--- config.mk ---
export PLATFORM = sky130hd
export DESIGN_NAME = psr_config_regs
export DESIGN_NICKNAME = d
export VERILOG_FILES = /design/src/rtl/psr_pkg.sv /design/src/rtl/psr_config_regs.sv
export SDC_FILE = /design/constraint.sdc
export NUM_CORES = 1
export LEC_CHECK = 0
export BUFFER_PORTS_ARGS = -buffer_cell sky130_fd_sc_hd__buf_2
export CORE_MARGIN = 1.5
export CORE_UTILIZATION = 50
export CTS_BUF_LIST = sky130_fd_sc_hd__clkbuf_8
export DETAILED_ROUTE_END_ITERATION = 7
export MAX_ROUTING_LAYER = met4
export PLACE_DENSITY = 0.84
export REMOVE_ABC_BUFFERS = 1
export SETUP_SLACK_MARGIN = 0.5
export SLEW_MARGIN = 20
export SYNTH_ARGS = -nofsm -noshare
export SYNTH_HDL_FRONTEND = slang
export SYNTH_SLANG_ARGS = --single-unit
--- constraint.sdc ---
create_clock -name clk_in -period 2.74 [get_ports clk_in]
set_clock_uncertainty 0.15 [all_clocks]
set_input_delay 0.137 -clock clk_in [delete_from_list [all_inputs] [get_ports clk_in]]
set_output_delay 0.137 -clock clk_in [all_outputs]
set_load 0.02 [all_outputs]
--- src/rtl/psr_pkg.sv ---
package psr_pkg;

  // ****************************************
  // Register select codes
  // ****************************************
  localparam logic [1:0]  SEL_REFRESH = 2'h0;
  localparam logic [1:0]  SEL_IDENT   = 2'h1;
  localparam logic [1:0]  SEL_BURST   = 2'h2;
  localparam logic [1:0]  SEL_RSVD    = 2'h3;
  localparam int          SEL_HI      = 19;
  localparam int          SEL_LO      = 18;
  // Software sequence third-cycle data values
  localparam logic [15:0] SW_SEL_REFRESH = 16'h0000;
  localparam logic [15:0] SW_SEL_BURST   = 16'h0001;
  localparam logic [15:0] SW_SEL_IDENT   = 16'h0002;

  // ****************************************
  // Burst configuration fields
  // ****************************************
  localparam int          BC_OPMODE   = 15;
  localparam int          BC_FIXED    = 14;
  localparam int          BC_LAT_HI   = 13;
  localparam int          BC_LAT_LO   = 11;
  localparam int          BC_WAIT_POL = 10;
  localparam int          BC_WAIT_CFG = 8;
  localparam int          BC_DRIVE_LO = 4;
  localparam logic [15:0] BC_RESET    = 16'h1d1f;
  localparam logic [2:0]  LAT_DEFAULT = 3'h3;

  // ****************************************
  // Refresh configuration fields
  // ****************************************
  localparam int          RC_PAGE     = 7;
  localparam int          RC_DPD      = 4;
  localparam int          RC_PAR_HI   = 2;
  localparam logic [21:0] RC_RESET    = 22'h000010;
  localparam logic [2:0]  PAR_NONE    = 3'h4;
  localparam logic [21:0] ARRAY_TOP   = 22'h3fffff;
  // Idle bus levels, so no false pin edge follows reset
  localparam logic [44:0] PIN_IDLE    = {7'h2e, 22'h000000, 16'h0000};

  // ****************************************
  // Timing
  // ****************************************
  localparam int          CLK_PERIOD_NS   = 8;
  localparam int          INIT_TIME_US    = 150;
  localparam int          INIT_CYCLES_DEF = (INIT_TIME_US * 1000 + CLK_PERIOD_NS - 1) / CLK_PERIOD_NS;

endpackage : psr_pkg

--- src/rtl/psr_config_regs.sv ---
`timescale 1ns/1ps
// Functional notes
// - Burst config bit 10 picks WAIT asserted level; resets active-high.
// - Bits 13:11 give latency clocks to first data; default code 3.
// - Variable latency accepts codes 2..4; refresh collision doubles the latency.
// - Variable mode delays data on collision and flags it on WAIT.
// - Fixed mode: constant latency equal to code 2..6; others reserved.
// - Data transfers on the clock following the counted latency cycles.
// - Bit 15 selects synchronous burst or asynchronous operation.
// - Refresh register powers up as 0010h.
// - Refresh register via enable pin select 00 or software data 0000h.
// - Refresh bit 7 enables page mode; cleared at power-up.
// - Bits 2:0 choose full, bottom, none or top refresh partition.
// - Bottom partitions start at zero, top ones end at 3FFFFFh.
// - Power-down bit zero then chip enable high enters deep power-down.
// - Chip enable low leaves deep power-down and sets bit 4 again.
// - After leaving power-down a 150us initialization runs before burst accesses.
// - Deep power-down stops all refresh activity.
// - Registers survive deep power-down except burst config bit 4 and refresh bit 4.
// - Bit 8 moves WAIT change one clock ahead of data.
module psr_config_regs
  import psr_pkg::*;
#(
  parameter int unsigned INIT_CYCLES  = INIT_CYCLES_DEF,
  // Arbitrary identification value
  parameter logic [15:0] DEVICE_ID    = 16'h5a21,
  parameter logic        OPMODE_RESET = 1'b1
) (
  // System
  input  wire logic        clk_in,
  input  wire logic        reset_in,
  input  wire logic        clk_en_in,
  // Memory pins
  input  wire logic        link_clk_in,
  input  wire logic        ce_n_in,
  input  wire logic        config_reg_enable_in,
  input  wire logic        we_n_in,
  input  wire logic        oe_n_in,
  input  wire logic        adv_n_in,
  input  wire logic        sw_seq_in,
  input  wire logic [21:0] addr_in,
  input  wire logic [15:0] dq_in,
  output logic      [15:0] dq_out,
  output logic             dq_oe_out,
  output logic             wait_out,
  // Refresh engine
  input  wire logic        refresh_collision_in,
  output logic             refresh_en_out,
  output logic             refresh_none_out,
  output logic      [21:0] refresh_lo_out,
  output logic      [21:0] refresh_hi_out,
  // Status and configuration
  output logic             data_valid_out,
  output logic             deep_powerdown_out,
  output logic             init_busy_out,
  output logic             page_mode_out,
  output logic      [15:0] burst_config_reg_out
);

  // ****************************************
  // Elaboration checks
  // ****************************************
  if (INIT_CYCLES == 0 || INIT_CYCLES >= 32768) begin : g_bad_init
    $error("INIT_CYCLES out of range");
  end

  // ****************************************
  // Functions
  // ****************************************
  function automatic logic [3:0] lat_clocks(input logic [2:0] code, input logic fixed, input logic coll);
    logic [2:0] c;
    c = code;
    if (fixed) begin
      if (code < 3'h2 || code > 3'h6) c = LAT_DEFAULT;
      return {1'b0, c};
    end
    if (code < 3'h2 || code > 3'h4) c = LAT_DEFAULT;
    return coll ? {c, 1'b0} : {1'b0, c};
  endfunction : lat_clocks

  function automatic logic [44:0] par_bounds(input logic [2:0] par);
    logic [21:0] span;
    span = ARRAY_TOP >> par[1:0];
    if (par == PAR_NONE) return {1'b1, 22'h0, 22'h0};
    if (!par[2] || par[1:0] == 2'h0) return {1'b0, 22'h0, span};
    return {1'b0, 22'(ARRAY_TOP - span), ARRAY_TOP};
  endfunction : par_bounds

  // ****************************************
  // Pin synchronisers
  // ****************************************
  localparam int PW = 45;
  logic [PW-1:0] pin_meta;
  logic [PW-1:0] pin_sync;
  logic          lclk_prev;
  logic          ce_n_prev;
  logic          we_n_prev;

  always_ff @(posedge clk_in) begin
    if (reset_in) begin
      pin_meta  <= PIN_IDLE;
      pin_sync  <= PIN_IDLE;
      lclk_prev <= 1'b0;
      ce_n_prev <= 1'b1;
      we_n_prev <= 1'b1;
    end else if (clk_en_in) begin
      pin_meta  <= {link_clk_in, ce_n_in, config_reg_enable_in, we_n_in, oe_n_in, adv_n_in, sw_seq_in,
                    addr_in, dq_in};
      pin_sync  <= pin_meta;
      lclk_prev <= pin_sync[44];
      ce_n_prev <= pin_sync[43];
      we_n_prev <= pin_sync[41];
    end
  end

  wire        s_lclk = pin_sync[44];
  wire        s_ce_n = pin_sync[43];
  wire        s_cre  = pin_sync[42];
  wire        s_we_n = pin_sync[41];
  wire        s_oe_n = pin_sync[40];
  wire        s_adv_n = pin_sync[39];
  wire        s_sw   = pin_sync[38];
  wire [21:0] s_addr = pin_sync[37:16];
  wire [15:0] s_dq   = pin_sync[15:0];
  wire        lclk_rise = s_lclk & ~lclk_prev;
  wire        ce_rise   = s_ce_n & ~ce_n_prev;
  wire        ce_fall   = ~s_ce_n & ce_n_prev;
  wire        we_rise   = s_we_n & ~we_n_prev;

  // ****************************************
  // Configuration access decode
  // ****************************************
  logic [15:0] burst_config_reg;
  logic        rc_page;
  logic        rc_dpd;
  logic [2:0]  rc_par;
  logic        sw_phase;
  logic [1:0]  sw_sel;
  logic        dpd_active;
  logic [14:0] init_cnt;

  wire [1:0]  sw_dec  = (s_dq == SW_SEL_REFRESH) ? SEL_REFRESH :
                        (s_dq == SW_SEL_BURST)   ? SEL_BURST   :
                        (s_dq == SW_SEL_IDENT)   ? SEL_IDENT   : SEL_RSVD;
  wire        sw_wr   = we_rise & ~s_ce_n & ~s_cre & s_sw;
  wire        wr_fire = we_rise & ~s_ce_n & (s_cre | (s_sw & sw_phase));
  wire [1:0]  wr_sel  = s_cre ? s_addr[SEL_HI:SEL_LO] : sw_sel;
  wire [21:0] wr_data = s_cre ? s_addr : {6'h00, s_dq};
  wire        wr_bcr  = wr_fire & (wr_sel == SEL_BURST);
  wire        wr_rcr  = wr_fire & (wr_sel == SEL_REFRESH);
  wire        rd_sel_ok = s_cre | (s_sw & sw_phase);
  wire [1:0]  rd_sel  = s_cre ? s_addr[SEL_HI:SEL_LO] : sw_sel;
  // Reserved and ignored bits read zero
  wire [15:0] rcr_word = {8'h00, rc_page, 2'h0, rc_dpd, 1'b0, rc_par};
  wire [15:0] rd_word  = (rd_sel == SEL_BURST)   ? burst_config_reg :
                         (rd_sel == SEL_REFRESH) ? rcr_word :
                         (rd_sel == SEL_IDENT)   ? DEVICE_ID : 16'h0000;
  wire        rd_en   = ~s_oe_n & ~s_ce_n & s_we_n & rd_sel_ok;

  wire        dpd_enter = ce_rise & ~rc_dpd & ~dpd_active;
  wire        dpd_exit  = ce_fall & dpd_active;

  always_ff @(posedge clk_in) begin
    if (reset_in) begin
      sw_phase <= 1'b0;
      sw_sel   <= SEL_RSVD;
    end else if (clk_en_in) begin
      if (!s_sw) begin
        sw_phase <= 1'b0;
      end else if (sw_wr) begin
        sw_phase <= ~sw_phase;
        if (!sw_phase) sw_sel <= sw_dec;
      end
    end
  end

  // ****************************************
  // Configuration registers
  // ****************************************
  always_ff @(posedge clk_in) begin
    if (reset_in) begin
      burst_config_reg <= {OPMODE_RESET, BC_RESET[14:0]};
      rc_page <= RC_RESET[RC_PAGE];
      rc_dpd  <= RC_RESET[RC_DPD];
      rc_par  <= RC_RESET[RC_PAR_HI:0];
    end else if (clk_en_in) begin
      if (wr_bcr) burst_config_reg <= wr_data[15:0];
      if (dpd_enter) burst_config_reg[BC_DRIVE_LO] <= BC_RESET[BC_DRIVE_LO];
      if (wr_rcr) begin
        rc_page <= wr_data[RC_PAGE];
        rc_dpd  <= wr_data[RC_DPD];
        rc_par  <= wr_data[RC_PAR_HI:0];
      end
      if (dpd_exit) rc_dpd <= 1'b1;
    end
  end

  // ****************************************
  // Deep power-down and initialization
  // ****************************************
  always_ff @(posedge clk_in) begin
    if (reset_in) begin
      dpd_active <= 1'b0;
      init_cnt   <= 15'h0000;
    end else if (clk_en_in) begin
      if (dpd_enter) dpd_active <= 1'b1;
      else if (dpd_exit) dpd_active <= 1'b0;
      if (dpd_exit) init_cnt <= 15'(INIT_CYCLES);
      else if (init_cnt != 15'h0000) init_cnt <= init_cnt - 15'h0001;
    end
  end

  // ****************************************
  // Burst latency and WAIT
  // ****************************************
  logic       burst_on;
  logic       wait_act;
  logic       dvalid;
  logic [3:0] lat_cnt;
  logic [3:0] lat_q;
  logic [3:0] edge_cnt;

  wire        sync_mode = ~burst_config_reg[BC_OPMODE];
  wire        fixed_lat = burst_config_reg[BC_FIXED];
  wire        early_wait = burst_config_reg[BC_WAIT_CFG];
  wire        start = lclk_rise & ~s_adv_n & ~s_ce_n & ~s_cre & sync_mode & ~dpd_active & (init_cnt == 15'h0000);
  wire [3:0]  lat_sel = lat_clocks(burst_config_reg[BC_LAT_HI:BC_LAT_LO], fixed_lat, refresh_collision_in);
  wire        lat_step = lclk_rise & burst_on & ~dvalid & ~start;
  wire        wait_drop = lat_step & ((lat_cnt == 4'h1) | (early_wait & (lat_cnt == 4'h2)));

  logic next_wait_act;
  always_comb begin
    next_wait_act = wait_act;
    if (s_ce_n) next_wait_act = 1'b0;
    else if (start) next_wait_act = 1'b1;
    else if (wait_drop) next_wait_act = 1'b0;
  end

  always_ff @(posedge clk_in) begin
    if (reset_in) begin
      burst_on <= 1'b0;
      wait_act <= 1'b0;
      dvalid   <= 1'b0;
      lat_cnt  <= 4'h0;
      lat_q    <= 4'h0;
      edge_cnt <= 4'h0;
    end else if (clk_en_in) begin
      wait_act <= next_wait_act;
      if (s_ce_n) begin
        burst_on <= 1'b0;
        dvalid   <= 1'b0;
      end else if (start) begin
        burst_on <= 1'b1;
        dvalid   <= 1'b0;
        lat_cnt  <= lat_sel;
        lat_q    <= lat_sel;
        edge_cnt <= 4'h0;
      end else if (lat_step) begin
        lat_cnt  <= lat_cnt - 4'h1;
        edge_cnt <= edge_cnt + 4'h1;
        if (lat_cnt == 4'h1) dvalid <= 1'b1;
      end
    end
  end

  // ****************************************
  // Outputs
  // ****************************************
  wire [44:0] bounds = par_bounds(rc_par);

  always_ff @(posedge clk_in) begin
    if (reset_in) begin
      wait_out             <= 1'b0;
      dq_out               <= 16'h0000;
      dq_oe_out            <= 1'b0;
      refresh_en_out       <= 1'b1;
      refresh_none_out     <= 1'b0;
      refresh_lo_out       <= 22'h000000;
      refresh_hi_out       <= ARRAY_TOP;
      data_valid_out       <= 1'b0;
      deep_powerdown_out   <= 1'b0;
      init_busy_out        <= 1'b0;
      page_mode_out        <= 1'b0;
      burst_config_reg_out <= BC_RESET;
    end else if (clk_en_in) begin
      wait_out             <= ~(next_wait_act ^ burst_config_reg[BC_WAIT_POL]);
      dq_out               <= rd_en ? rd_word : 16'h0000;
      dq_oe_out            <= rd_en;
      refresh_en_out       <= ~dpd_active & ~bounds[44];
      refresh_none_out     <= bounds[44];
      refresh_lo_out       <= bounds[43:22];
      refresh_hi_out       <= bounds[21:0];
      data_valid_out       <= dvalid;
      deep_powerdown_out   <= dpd_active;
      init_busy_out        <= (init_cnt != 15'h0000);
      page_mode_out        <= rc_page;
      burst_config_reg_out <= burst_config_reg;
    end
  end

  // ****************************************
  // Assertions
  // ****************************************
  // A burst start raises WAIT at once, so idle is judged on the next value
  AST_WAIT_IDLE: assert property (@(posedge clk_in) disable iff (reset_in)
    clk_en_in && !next_wait_act |=> wait_out == ~$past(burst_config_reg[BC_WAIT_POL]))
    else $error("WAIT idle level does not follow polarity");
  AST_RCR_RESET: assert property (@(posedge clk_in)
    $past(reset_in) && !reset_in |-> rcr_word == RC_RESET[15:0] && !rc_page)
    else $error("Refresh register reset value wrong");
  AST_DPD_EXIT: assert property (@(posedge clk_in) disable iff (reset_in)
    clk_en_in && dpd_exit |=> !dpd_active && rc_dpd && init_cnt == 15'(INIT_CYCLES))
    else $error("Deep power-down exit incomplete");
  AST_INIT_BUSY: assert property (@(posedge clk_in) disable iff (reset_in)
    clk_en_in && dpd_exit |=> ##1 init_busy_out)
    else $error("Initialization busy not shown");
  AST_REFRESH_OFF: assert property (@(posedge clk_in) disable iff (reset_in)
    dpd_active && $past(dpd_active) && clk_en_in && $past(clk_en_in) |-> !refresh_en_out)
    else $error("Refresh running in deep power-down");
  AST_RSVD_SEL: assert property (@(posedge clk_in) disable iff (reset_in)
    clk_en_in && wr_fire && wr_sel == SEL_RSVD && !dpd_enter && !dpd_exit |=> $stable(burst_config_reg) && $stable(rcr_word))
    else $error("Reserved select changed a register");
  AST_BCR4_DPD: assert property (@(posedge clk_in) disable iff (reset_in)
    clk_en_in && dpd_enter && !wr_bcr |=> burst_config_reg[BC_DRIVE_LO] == BC_RESET[BC_DRIVE_LO] && dpd_active)
    else $error("Power-down entry mishandled");
  AST_LAT_COUNT: assert property (@(posedge clk_in) disable iff (reset_in)
    $rose(dvalid) |-> edge_cnt == lat_q && !s_ce_n)
    else $error("Data valid at wrong latency");
  AST_FIXED_LAT: assert property (@(posedge clk_in) disable iff (reset_in)
    clk_en_in && start && fixed_lat && burst_config_reg[13:11] >= 3'h2 && burst_config_reg[13:11] <= 3'h6
      |=> lat_q == {1'b0, $past(burst_config_reg[13:11])})
    else $error("Fixed latency not equal to code");
  AST_VAR_COLL: assert property (@(posedge clk_in) disable iff (reset_in)
    clk_en_in && start && !fixed_lat && refresh_collision_in && burst_config_reg[13:11] == 3'h4 |=> lat_q == 4'h8)
    else $error("Collision latency not doubled");

endmodule : psr_config_regs

======== Word-level counts from Yosys, hierarchy flattened ========
Cells that the tools add are included.
word-level totals
  flip-flop bits (word level) ............. 224
  input port bits ......................... 49
  output and inout bits ................... 84
  word-level logic and storage cells ...... 164
cells by class
  add/subtract/negate cells ............... 3
  order comparisons ....................... 3
  equal/unequal tests ..................... 8
  shift operators ......................... 1
  mux-type cells .......................... 44
  bitwise operators ....................... 47
  reductions and logical operators ........ 28
operators by type and width
  kind                                                   number
  two-way mux 45 bit                                     4
  two-way mux 15 bit                                     4
  two-way mux 16 bit                                     3
  bitwise AND 1 bit                                      29
  right shift 22 x 2 -> 22 bit (first input constant)    1
  subtractor 22 bit (first input constant)               1
  two-way mux 1 bit                                      20
  two-way mux 4 bit                                      5
  equality test 16 x 1 -> 1 bit (second input constant)  1
  equality test 16 x 2 -> 1 bit (second input constant)  1
  zero test 16 bit                                       1
  AND reduction 2 bit                                    8
  zero test 15 bit                                       1
  inverter 1 bit                                         15
  nonzero test 15 bit                                    1
  subtractor 15 x 1 -> 15 bit (second input constant)    1
  nonzero test 2 bit                                     6
  two-way mux 3 bit                                      3
  two-way mux 2 bit                                      4
  greater-than comparator 3 bit (second input constant)  2
  AND reduction 3 bit                                    2
  nonzero test 3 bit                                     2
  two-way mux 5 bit                                      1
  equality test 4 x 1 -> 1 bit (second input constant)   1
  other kinds (13)                                       17

======== Longest topological paths before layout ========
Gate-level depths: netlist of run 1.
  word-level depth ........................ 16
  depth in mapped cells ................... 7
  mapped depth without buffers ............ 7

======== Worst setup path before layout of run 1 ========
Ideal clock, no wire load.
  kind .................................... register -> register
  start ................................... reg init_cnt[2]
  end ..................................... reg lat_cnt[0]
  library setup time ...................... 117 ps
  data arrival time ....................... 1895 ps
  required time ........................... 2473 ps
  setup slack ............................. 578 ps
  cell stages (with the launch flop) ...... 7
  buffers on the path ..................... 1
  period minus slack after synthesis ...... 2162 ps
  cell sequence ........................... dfxtp_1 -> or4_1 -> buf_2 -> nor4_4 -> nand2_4 -> a21o_1 -> a32o_1
between the ends
  cells in the longest elaborated chain, start to end .. 6
  elaborated cells on any way between the ends .. 7
  those cells by class .................... mux: 1; bitwise: 3; reduce/logical: 3
RTL lines
  what                           line                    text
  from (decl)                    psr_config_regs.sv:140  logic [14:0] init_cnt;
  from (signal assigned)         psr_config_regs.sv:208  if (dpd_exit) init_cnt <= 15'(INIT_CYCLES);
  from (signal assigned)         psr_config_regs.sv:209  else if (init_cnt != 15'h0000) init_cnt <= init_cnt - 15'h0001;
  zero test 15 bit (*)           psr_config_regs.sv:226  wire start = lclk_rise & ~s_adv_n & ~s_ce_n & ~s_cre & sync_mode & ~dpd_active & (init_cnt == 15'h0000);
  bitwise AND 1 bit (*)          psr_config_regs.sv:226
  inverter 1 bit                 psr_config_regs.sv:228  wire lat_step = lclk_rise & burst_on & ~dvalid & ~start;
  bitwise AND 1 bit              psr_config_regs.sv:228
  nonzero test 2 bit (no line)   n/a
  AND reduction 3 bit (no line)  n/a
  to (signal assigned)           psr_config_regs.sv:255  lat_cnt <= lat_sel;
  to (signal assigned)           psr_config_regs.sv:259  lat_cnt <= lat_cnt - 4'h1;
  to (decl)                      psr_config_regs.sv:219  logic [3:0] lat_cnt;
Every way passes the cells marked *; elsewhere a longest branch is shown, timed or not.
A chain may end at the register's enable or synchronous reset.

======== Worst setup path in the final report of run 1 ========
  start ................................... reg init_cnt[3]
  end ..................................... reg wait_out
between the ends
  cells in the longest elaborated chain, start to end .. 10
RTL lines
  what                   line                    text
  zero test 15 bit (*)   psr_config_regs.sv:226
  bitwise AND 1 bit (*)  psr_config_regs.sv:226
  inverter 1 bit         psr_config_regs.sv:228
  bitwise AND 1 bit      psr_config_regs.sv:228
  bitwise AND 1 bit      psr_config_regs.sv:229  wire wait_drop = lat_step & ((lat_cnt == 4'h1) | (early_wait & (lat_cnt == 4'h2)));
  two-way mux 1 bit      psr_config_regs.sv:236  else if (wait_drop) next_wait_act = 1'b0;
  two-way mux 1 bit (*)  psr_config_regs.sv:235  else if (start) next_wait_act = 1'b1;
  two-way mux 1 bit (*)  psr_config_regs.sv:234  if (s_ce_n) next_wait_act = 1'b0;
  XOR 1 bit (*)          psr_config_regs.sv:286  wait_out <= ~(next_wait_act ^ burst_config_reg[BC_WAIT_POL]);
  inverter 1 bit (*)     psr_config_regs.sv:286
  to (signal assigned)   psr_config_regs.sv:286
  to (decl)              psr_config_regs.sv:45   output logic wait_out,
Marked as above.

==> impl_metrics.csv, run 1 <==
group,metric,value,unit
status,outcome,"complete, no violations",
detailed_routing,wl,17000,um
timing,tightest_slew,0.753,ns
setup_path,criticalPathCategory,"flip-flop to flip-flop",
finish,drive_above_1_share,18.2,%
setup_path,r2r_start,"init_cnt[3]$_SDFFE_PP0P_",
timing,rsz0062_at_grt,"true",
floorplanning,core.rowCount,44,
hold_path,hp-class,"primary input to flip-flop",
cts,clk_path_buf_depth,2,
floorplanning,die-area,15600,um2
synthesis,synthMuxAreaShare,16.7,%
cts,cts_tree,"built",
synthesis,synth_top_family_by_area,"multiplexers",
timing,finalHoldViolations,0,
global_routing,grt_pass1_vias,5706,
synthesis,synth_top_area_share,48.1,%
cts,cts_max_level,4,
setup_path,cp.required,2.97,ns
detailed_routing,dr.pass1.iters,5,
power,ir_drop,347,uV
finish,final_nets,979,
placement,port_buffers,109,
synthesis,yosys.area.top_type,"dfxtp_1",
synthesis,synth_ff_type,"dfxtp_1",
setup_path,crit_slowest_cell,"or4_4",
detailed_routing,vias,5941,
setup_path,r2r-end,"wait_out$_SDFFE_PP0P_",
setup_path,max_stage_delay,0.58,ns
synthesis,yosys_warnings,0,
detailed_routing,antenna_left,0,
synthesis,syn_inst,786,
synthesis,yosys.area_share.simple,16.2,%
setup_path,critPathMaxFanout,5,
floorplanning,die-height,125,um
synthesis,synth_compound_area_share,9.58,%
finish,diodes,0,
detailed_routing,via_per_inst,5.31,
global_routing,grt_max_degree,105,
setup_path,path_cells,"or4_4 -> nor4_4 -> buf_4 -> a32oi_1 -> xnor2_1 -> a211oi_1",
setup_path,worst_setup_path_start_kind,"flip-flop",
setup_path,reg2reg_depth,6,
setup_path,rrSetupSlack,0.58,ns
global_routing,grt_pass1_wl,28000,um
floorplanning,io_pins,133,
timing,maxSlewHeadroom,49.8,%
floorplanning,die_w,125,um
placement,detailed_place_hpwl,10500,um
global_routing,antenna_found_initial,0,
hold_path,hp-start,"clk_en_in",
finish,layout_common_cells,"dfxtp_1 (177), nor2_1 (128), mux2i_1 (123)",
synthesis,seq_area_frac_synth,48.1,%
cts,cts_root_buffer,"clkbuf_8",
hold_path,min_path_cells,6,
detailed_routing,wl_per_cell,15.2,um
power,power.leakage,0.00391,uW
setup_path,crit_path_end_kind,"flip-flop",
cts,cts.clk_slew.worst_paths,0.09,ns
timing,post-route-period-util,78.7,%
synthesis,synthAdderAreaFrac,1.34,%
timing,finalCriticalPeriod,2.16,ns
synthesis,ys_ff_latch,179,
synthesis,synth_edf_count,0,
job,max-cap-violations,0,
hold_path,min_to,"init_cnt[7]$_SDFFE_PP0P_",
detailed_routing,drc,0,
global_routing,grt_usage,22.6,%
floorplanning,start_util,51.2,%
placement,place_congestion,0.820,
global_routing,overflow,0,
synthesis,async_reset_ff_share,0,%
finish,fin_util,62.2,%
detailed_routing,drt-initial-drc-count,427,
cts,cts_made_buffers,17,
synthesis,syn-cell-area,7450,um2
timing,finalSetupViolCount,0,
finish,area_growth,21.3,%
cts,clk_latency,0.47,ns
timing,finalMaxSlewViolations,0,
finish,final_common_cell,"dfxtp_1",
setup_path,crit_arrival,2.39,ns
finish,top_regs,"pin_meta: 41 flops, pin_sync: 41 flops",
floorplanning,core_area,14500,um2
cts,cts.sinks,179,
timing,fmax,464,MHz
synthesis,synth_xor_area_share,1.29,%
synthesis,avgSynthCellArea,9.48,um2
power,p_per_area,661,nW/um2
synthesis,yosysUniqueCellTypes,57,
timing,tns,0,ns
synthesis,yosys-top-cells-area,"dfxtp_1 (48%), mux2i_1 (17%), nor2_1 (6.5%)",
[layer usage]
metal / track usage [%] / vias up / routed length [um]
li1: - / 2959 / -
met1: 27.9 / 2801 / 7550
met2: 36.0 / 147 / 8350
met3: 4.49 / 34 / 605
met4: 10.0 / 0 / 473
met5: - / - / 0
[critical path, delay by kind of cell (launching register included)]
family                    cells  cell delay [ns]
AOI/OAI and AO/OA             2             0.29
xor gates and xnor gates      1             0.15
buffers and inverters         1             0.18
DFF                           1             0.36
and+or+nand+nor               2             0.95
[cell type report]
type                       instances  area (um2)
clock buffer                      20         275
clock inverter                    12         144
fill                            1179        5500
inverter                          12        45.0
multi-input combinational        529        3470
sequential                       179        3590
tap                              184         230
timing repair buffer             183        1290
[through the flow]
step	hold slack (ns)	instances	worst slack, ns	area [um2]	power, uW
after floorplan	0.0532	720	-0.564	7060	3690
after global placement	0.208	1023	0.408	7940	3960
after detailed placement	0.213	1023	0.365	7940	3990
after CTS	0.0465	1116	0.456	8980	5920
after global routing	0.0971	1119	0.492	9030	6270
final	0.0626	1119	0.584	9030	5970
[power by group]
group          switching [uW]  leakage (uW)  internal [uW]  total [uW]
registers                 169       0.00146           2770        2940
clock network             958      0.000196            896        1850
logic                     657       0.00226            528        1180
total                    1780       0.00391           4190        5970
[worst max path at each step]
stage,from,to,slack (ns)
6_report,init_cnt[3]$_SDFFE_PP0P_,wait_out$_SDFFE_PP0P_,0.58
5_1_grt,init_cnt[7]$_SDFFE_PP0P_,init_cnt[1]$_SDFFE_PP0P_,0.49
4_1_cts,pin_sync[43]$_SDFFE_PP1P_,lat_cnt[0]$_SDFFE_PP0P_,0.46
3_5_place_dp,init_cnt[2]$_SDFFE_PP0P_,lat_cnt[0]$_SDFFE_PP0P_,0.37
3_3_place_gp,init_cnt[2]$_SDFFE_PP0P_,lat_cnt[0]$_SDFFE_PP0P_,0.41
2_1_floorplan,refresh_hi_out[18]$_SDFFE_PP1P_,refresh_hi_out[18]$_SDFFE_PP1P_,-0.56
[logic make-up (layout without fill, tap and decap cells)]
logic type / count (synthesis) / after routing
simple gates: 260 / 260
other cells: 1 / 19
mux: 124 / 124
xor+xnor: 11 / 11
compound gates: 107 / 107
fa+ha+maj: 8 / 8
buf+inv: 96 / 227
flops: 179 / 179
[synthesized netlist by cell type (3+ instances only)]
library cell,count
a211o_1,3
a211oi_1,11
a21oi_1,28
a222oi_1,4
a22oi_1,10
a31oi_1,8
and3_1,4
buf_1,8
buf_2,4
buf_4,37
clkbuf_1,35
dfxtp_1,179
ha_1,8
inv_1,11
mux2i_1,123
nand2_1,61
nand2b_1,8
nand3_1,9
nand4_1,4
nor2_1,128
nor2b_1,5
nor3_1,9
nor4_1,7
o211ai_1,12
o21ai_0,9
o21ai_1,7
or4_1,6
xor2_1,9
[repair_timing]
item,4_1_cts,5_1_grt
hold buffers,60,0
gates resized for setup,3,7
setup endpoints to repair,14,52
hold endpoints to repair,78,0
buffers inserted,1,3
pin swaps,1,2
(Power assumes the default switching activity.)
==> run 2, diff against run 1 <==
Clock period 2.74 ns to 2 ns, I/O delays scaled along.
==> run 2 against run 1 <==
Maximum frequency rose by 1.0%. Critical path type unchanged. Largest power group unchanged. Sequential share of layout area fell by 5.1 points. Largest cell class is now multi-input combinational cells. The flow now finishes with violations (negative setup slack). First-iteration DRC count rose by 130%. Die area did not move. Routed wire length rose by 50%.
==> impl_metrics.csv, run 2 (synthesized netlist as in run 1, its figures left out) <==
group,metric,value,unit
finish,fill_cells,853,
floorplanning,die-height,125,um
cts,cts.sinks,179,
floorplanning,core_area,14500,um2
timing,rsz0062_at_grt,"true",
global_routing,grt_max_degree,126,
power,p_int,6980,uW
detailed_routing,wl_per_cell,21.5,um
setup_path,critPathMaxFanout,5,
setup_path,crit_arrival,2.31,ns
finish,final_nets,1050,
floorplanning,io_pins,133,
timing,finalHoldViolations,0,
setup_path,cp.required,2.17,ns
placement,detailed_place_hpwl,11100,um
cts,clk_latency,0.47,ns
power,sw_frac_of_total,30.7,%
detailed_routing,wl,25500,um
detailed_routing,dr.pass1.iters,6,
finish,fin_util,71.9,%
finish,layout_common_cells,"dfxtp_1 (163), mux2i_1 (120), nor2_1 (115)",
cts,cts_tree,"built",
power,seqPwrFrac,40.4,%
finish,final_area,10500,um2
status,outcome,"finished with violations",
floorplanning,start_util,51.2,%
setup_path,rrSetupSlack,-0.13,ns
timing,finalMaxSlewViolations,0,
placement,port_buffers,109,
finish,final_common_cell,"dfxtp_1",
detailed_routing,drt-initial-drc-count,977,
detailed_routing,drc,0,
floorplanning,die_w,125,um
status,violations,"negative setup slack",
timing,maxSlewHeadroom,59.0,%
job,max-cap-violations,0,
cts,cts_made_buffers,17,
detailed_routing,vias,7286,
power,power.leakage,0.00452,uW
finish,diodes,0,
setup_path,crit_path_end_kind,"flip-flop",
hold_path,hp-class,"primary input to flip-flop",
placement,pre_cts_ws,-0.132,ns
detailed_routing,antenna_left,0,
power,pwr-share-clk,31.0,%
detailed_routing,via_per_inst,6.13,
finish,top_regs,"pin_meta: 41 flops, pin_sync: 41 flops",
timing,tightest_slew,0.615,ns
timing,finalSetupViolCount,12,
global_routing,grt_pass1_vias,6518,
placement,place_congestion,0.818,
timing,setup_slack,-0.135,ns
global_routing,grt_pass1_wl,32300,um
global_routing,antenna_found_initial,0,
floorplanning,die-area,15600,um2
finish,drive_above_1_share,34.4,%
setup_path,cp-endpoint,"lat_cnt[3]$_SDFFE_PP0P_",
setup_path,worstSetupStartpoint,"pin_sync[39]$_SDFFE_PP1P_",
cts,cts_max_level,4,
setup_path,worst_setup_path_start_kind,"flip-flop",
cts,cts_root_buffer,"clkbuf_8",
setup_path,reg2reg_depth,7,
timing,post-route-period-util,107,%
setup_path,r2r_start,"pin_sync[39]$_SDFFE_PP1P_",
finish,area_growth,40.4,%
power,p_sw,3090,uW
global_routing,overflow,0,
timing,finalCriticalPeriod,2.13,ns
timing,fmax,468,MHz
setup_path,r2r-end,"lat_cnt[3]$_SDFFE_PP0P_",
power,ir_drop,720,uV
cts,clk_path_buf_depth,2,
timing,tns,-0.849,ns
floorplanning,core.rowCount,44,
power,combPwrFrac,28.6,%
power,p_per_area,963,nW/um2
placement,place_area,8170,um2
global_routing,grt_usage,26.4,%
hold_path,min_path_cells,3,
setup_path,criticalPathCategory,"flip-flop to flip-flop",
cts,cts.clk_slew.worst_paths,0.09,ns
[run 2: through the flow]
stage	hold slack, ns	power [uW]	std cells
after global routing	0.0508	10400	1189
final	0.0538	10100	1189
after CTS	0.00425	9240	1163
after detailed placement	0.176	5700	1053
after floorplan	0.0162	5060	720
after global placement	0.171	5650	1053
[run 2: how the worst min path moves through the flow]
stage                    from                         to  slack [ns]
global route        clk_en_in     ce_n_prev$_SDFFE_PP1P_        0.05
global placement     adv_n_in  pin_meta[39]$_SDFFE_PP1P_        0.17
finish              clk_en_in     ce_n_prev$_SDFFE_PP1P_        0.05
CTS                 clk_en_in   init_cnt[4]$_SDFFE_PP0P_       0.004
detailed placement    oe_n_in  pin_meta[40]$_SDFFE_PP1P_        0.18
floorplan            reset_in    lat_cnt[1]$_SDFFE_PP0P_        0.02
[run 2: power groups by stage]
| stage | Combinational [uW] | Sequential [uW] | Clock (uW) |
|---|---|---|---|
| 2_1_floorplan | 1010 | 4050 | 0 |
| 3_3_place_gp | 1600 | 4050 | 0 |
| 3_5_place_dp | 1640 | 4060 | 0 |
| 4_1_cts | 2150 | 4020 | 3070 |
| 5_1_grt | 3010 | 4080 | 3260 |
| 6_report | 2880 | 4060 | 3120 |
[run 2: metal layers]
layer | track usage [%] | part of all wire (%) | vias to the layer above
met5 | - | 0 | -
met4 | 13.8 | 6.5 | 0
met3 | 5.65 | 7.2 | 155
met2 | 44.7 | 49 | 541
met1 | 29.2 | 37 | 3498
li1 | - | - | 3092
[run 2: worst max-delay path, stage by stage (launching register included)]
cell     delay [ns]
dfxtp_2        0.34
or4b_4         0.55
nor4_4         0.26
buf_4          0.19
nand2_4        0.08
buf_6          0.15
a31oi_1        0.18
a21oi_1        0.10
[run 2: what timing repair did]
item | in CTS | in global routing
gates cloned | 3 | 1
gates resized for setup | 115 | 88
hold buffers | 57 | 0
buffers inserted | 19 | 25
endpoints found under the setup margin | 83 | 71
endpoints found under the hold margin | 45 | 0
pin swaps | 49 | 55
[run 2: area by class of cell]
class | count | area, um2 | area share (%)
Multi-Input combinational cell | 529 | 4060 | 38.8
Sequential cell | 179 | 3620 | 34.6
Timing Repair Buffer | 254 | 2000 | 19.1
Clock inverter | 13 | 253 | 2.42
Clock buffer | 18 | 248 | 2.37
Tap cell | 184 | 230 | 2.20
Inverter | 12 | 50.0 | 0.479
==> run 3, diff against run 2 <==
Settings changed: ABC_AREA set to 1, PLACE_DENSITY 0.84 to 0.83.
==> run 3 against run 2 <==
The flow finishes with violations (negative hold slack). Synthesized cell count increased by 34%. Critical path depth grew 1. Sequential power grew 3%. Critical path type unchanged. Largest power group unchanged.
==> impl_metrics.csv, run 3 <==
group,metric,value,unit
detailed_routing,drt-initial-drc-count,662,
detailed_routing,vias,7780,
finish,layout_common_cells,"nor2_1 (171), nand2_1 (168), dfxtp_1 (159)",
setup_path,crit_arrival,2.00,ns
timing,finalSetupViolCount,0,
floorplanning,die-height,127,um
synthesis,syn_inst,1056,
timing,finalCriticalPeriod,1.78,ns
setup_path,reg2reg_depth,8,
synthesis,yosys_warnings,0,
finish,drive_above_1_share,29.1,%
finish,fin_util,67.0,%
cts,clk_path_buf_depth,2,
timing,tightest_slew,0.540,ns
placement,place_area,8260,um2
status,violations,"negative hold slack",
synthesis,syn-cell-area,7740,um2
floorplanning,start_util,51.1,%
hold_path,min_to,"dvalid$_SDFFE_PP0P_",
global_routing,antenna_found_initial,0,
cts,cts_root_buffer,"clkbuf_8",
setup_path,r2r_start,"pin_sync[42]$_SDFFE_PP0P_",
power,p_per_area,1050,nW/um2
cts,cts_made_buffers,17,
finish,area_growth,31.2,%
power,power.leakage,0.00458,uW
global_routing,grt_use_met1,30.8,%
finish,top_regs,"pin_meta: 41 flops, pin_sync: 41 flops",
job,max-cap-violations,0,
setup_path,worst_setup_path_start_kind,"flip-flop",
synthesis,synth_top_area_share,46.3,%
detailed_routing,dr.pass1.iters,6,
synthesis,avgSynthCellArea,7.33,um2
synthesis,async_reset_ff_share,0,%
floorplanning,core_area,15100,um2
hold_path,min_path_cells,5,
global_routing,grt_pass1_vias,6688,
status,outcome,"finished with violations",
hold_path,hp-class,"primary input to flip-flop",
timing,fmax,561,MHz
global_routing,grt_use_met3,4.44,%
cts,cts.sinks,179,
detailed_routing,via_per_inst,5.46,
synthesis,yosys-top-cells-area,"dfxtp_1 (46%), nand2_1 (9.7%), nor2_1 (9.3%)",
global_routing,grt_usage,24.5,%
floorplanning,io_pins,133,
timing,finalMaxSlewViolations,0,
setup_path,critPathMaxFanout,6,
global_routing,top_usage_layer,"met2",
floorplanning,core.rowCount,45,
detailed_routing,wl_per_cell,15.1,um
placement,port_buffers,109,
cts,cts.clk_slew.worst_paths,0.11,ns
cts,cts_tree,"built",
finish,final_area,10200,um2
power,total_power,10700,uW
finish,fill_cells,1167,
global_routing,overflow,0,
finish,diodes,0,
placement,place_congestion,0.872,
finish,final_common_cell,"nor2_1",
setup_path,criticalPathCategory,"flip-flop to flip-flop",
synthesis,ys_ff_latch,179,
global_routing,grt_max_degree,92,
detailed_routing,drc,0,
detailed_routing,antenna_left,0,
setup_path,crit_path_end_kind,"flip-flop",
timing,rsz0062_at_grt,"true",
finish,final_nets,1280,
power,ir_drop,656,uV
synthesis,synth_ff_type,"dfxtp_1",
synthesis,synthTopCellsByCount,"nand2_1 (200), nor2_1 (191), dfxtp_1 (179)",
synthesis,synth_edf_count,0,
placement,detailed_place_hpwl,11500,um
setup_path,r2r-end,"rc_dpd$_SDFFE_PP1P_",
timing,post-route-period-util,89.2,%
synthesis,yosysMostFrequentCell,"nand2_1",
cts,cts_max_level,4,
global_routing,met2_usage,39.7,%
timing,maxSlewHeadroom,64.0,%
hold_path,hp-start,"clk_en_in",
detailed_routing,wl,21600,um
synthesis,seq_area_frac_synth,46.3,%
cts,clk_latency,0.49,ns
timing,finalHoldViolations,1,
floorplanning,die-area,16200,um2
global_routing,grt_pass1_wl,31500,um
synthesis,yosys.area.top_type,"dfxtp_1",
synthesis,yosysUniqueCellTypes,40,
setup_path,cp.required,2.22,ns
setup_path,rrSetupSlack,0.22,ns
floorplanning,die_w,127,um
timing,whs,-0.0255,ns
-- run 3: changes by cell type in the layout (fill, tap and decap cells not counted), moves of 10 or more --
cell,delta
nand2_1,+123
mux2i_1,-119
o21ai_0,+98
nor2_1,+56
inv_1,+47
nand3_1,+39
a21oi_1,+22
buf_6,-12
dlygate4sd3_1,-12
nand3_2,+11
o21ai_1,+11
nor2_2,+10
-- run 3: layout make-up --
| cell class | instances | area (um2) | area share, % |
|---|---|---|---|
| Tap cell | 188 | 235 | 2.32 |
| Clock buffer | 17 | 234 | 2.30 |
| Sequential cell | 179 | 3620 | 35.6 |
| Multi-Input combinational cell | 734 | 3990 | 39.3 |
| Timing Repair Buffer | 218 | 1620 | 15.9 |
| Timing Repair inverter | 1 | 11.3 | 0.111 |
| Inverter | 72 | 303 | 2.98 |
| Clock inverter | 15 | 146 | 1.44 |
-- run 3: worst max path at each step --
stage	from	end	slack, ns	depth (start not counted)
after floorplan	refresh_hi_out[18]$_SDFFE_PP1P_	refresh_hi_out[18]$_SDFFE_PP1P_	-1.28	2
after global placement	pin_sync[42]$_SDFFE_PP0P_	lat_cnt[1]$_SDFFE_PP0P_	0.18	11
after detailed placement	pin_sync[42]$_SDFFE_PP0P_	lat_cnt[1]$_SDFFE_PP0P_	0.15	11
after CTS	pin_sync[42]$_SDFFE_PP0P_	dq_out[9]$_SDFFE_PP0P_	0.35	6
after global routing	pin_sync[42]$_SDFFE_PP0P_	dq_out[14]$_SDFFE_PP0P_	0.18	9
final	pin_sync[42]$_SDFFE_PP0P_	rc_dpd$_SDFFE_PP1P_	0.22	8
-- run 3: layer usage --
layer,vias up,part of all wire (%)
li1,3710,-
met1,3614,41
met2,356,48
met3,100,6.4
met4,0,4.5
met5,-,0
-- run 3: metrics by stage --
step	setup TNS (ns)	setup WS [ns]	cells	hold slack, ns
finish	0	0.217	1424	-0.0255
global route	0	0.179	1424	0.0249
CTS	0	0.349	1405	-0.122
detailed placement	0	0.146	1300	0.175
global placement	0	0.180	1300	0.173
floorplan	-63.46	-1.28	983	0.0191
-- run 3: timing repair --
item | 4_1_cts | 5_1_grt
endpoints found under the hold margin | 48 | 2
endpoints found under the setup margin | 82 | 67
cloned | 1 | 3
pin swaps | 28 | 35
hold buffers | 44 | 1
gates resized for setup | 102 | 108
setup buffers | 28 | 15
-- run 3: worst max-delay path, cell delays in order (launching register included) --
cell,delay (ns)
dfxtp_4,0.40
buf_6,0.14
o21ai_4,0.24
inv_2,0.09
nor2_4,0.15
buf_6,0.12
nand3_4,0.12
a21oi_2,0.17
o21ai_1,0.09
-- run 3: power breakdown --
group          leakage (uW)  switching, uW  internal [uW]  total, uW
logic               0.00291           2420           1730       4150
registers           0.00148            293           3880       4170
clock network      0.000193           1460            914       2380
total               0.00458           4170           6530      10700
-- run 3: kinds of logic (layout without fill, tap and decap cells) --
group	after synthesis	in the layout	synth area share, %
XOR/XNOR	5	5	0.566
other	1	19	0.0485
flip-flops	179	179	46.3
adder cells (fa/ha/maj)	8	8	1.29
AO/OA/AOI/OAI	214	214	14.8
buffers and inverters	163	323	10.3
AND/OR/NAND/NOR	485	487	26.5
multiplexers	1	1	0.129
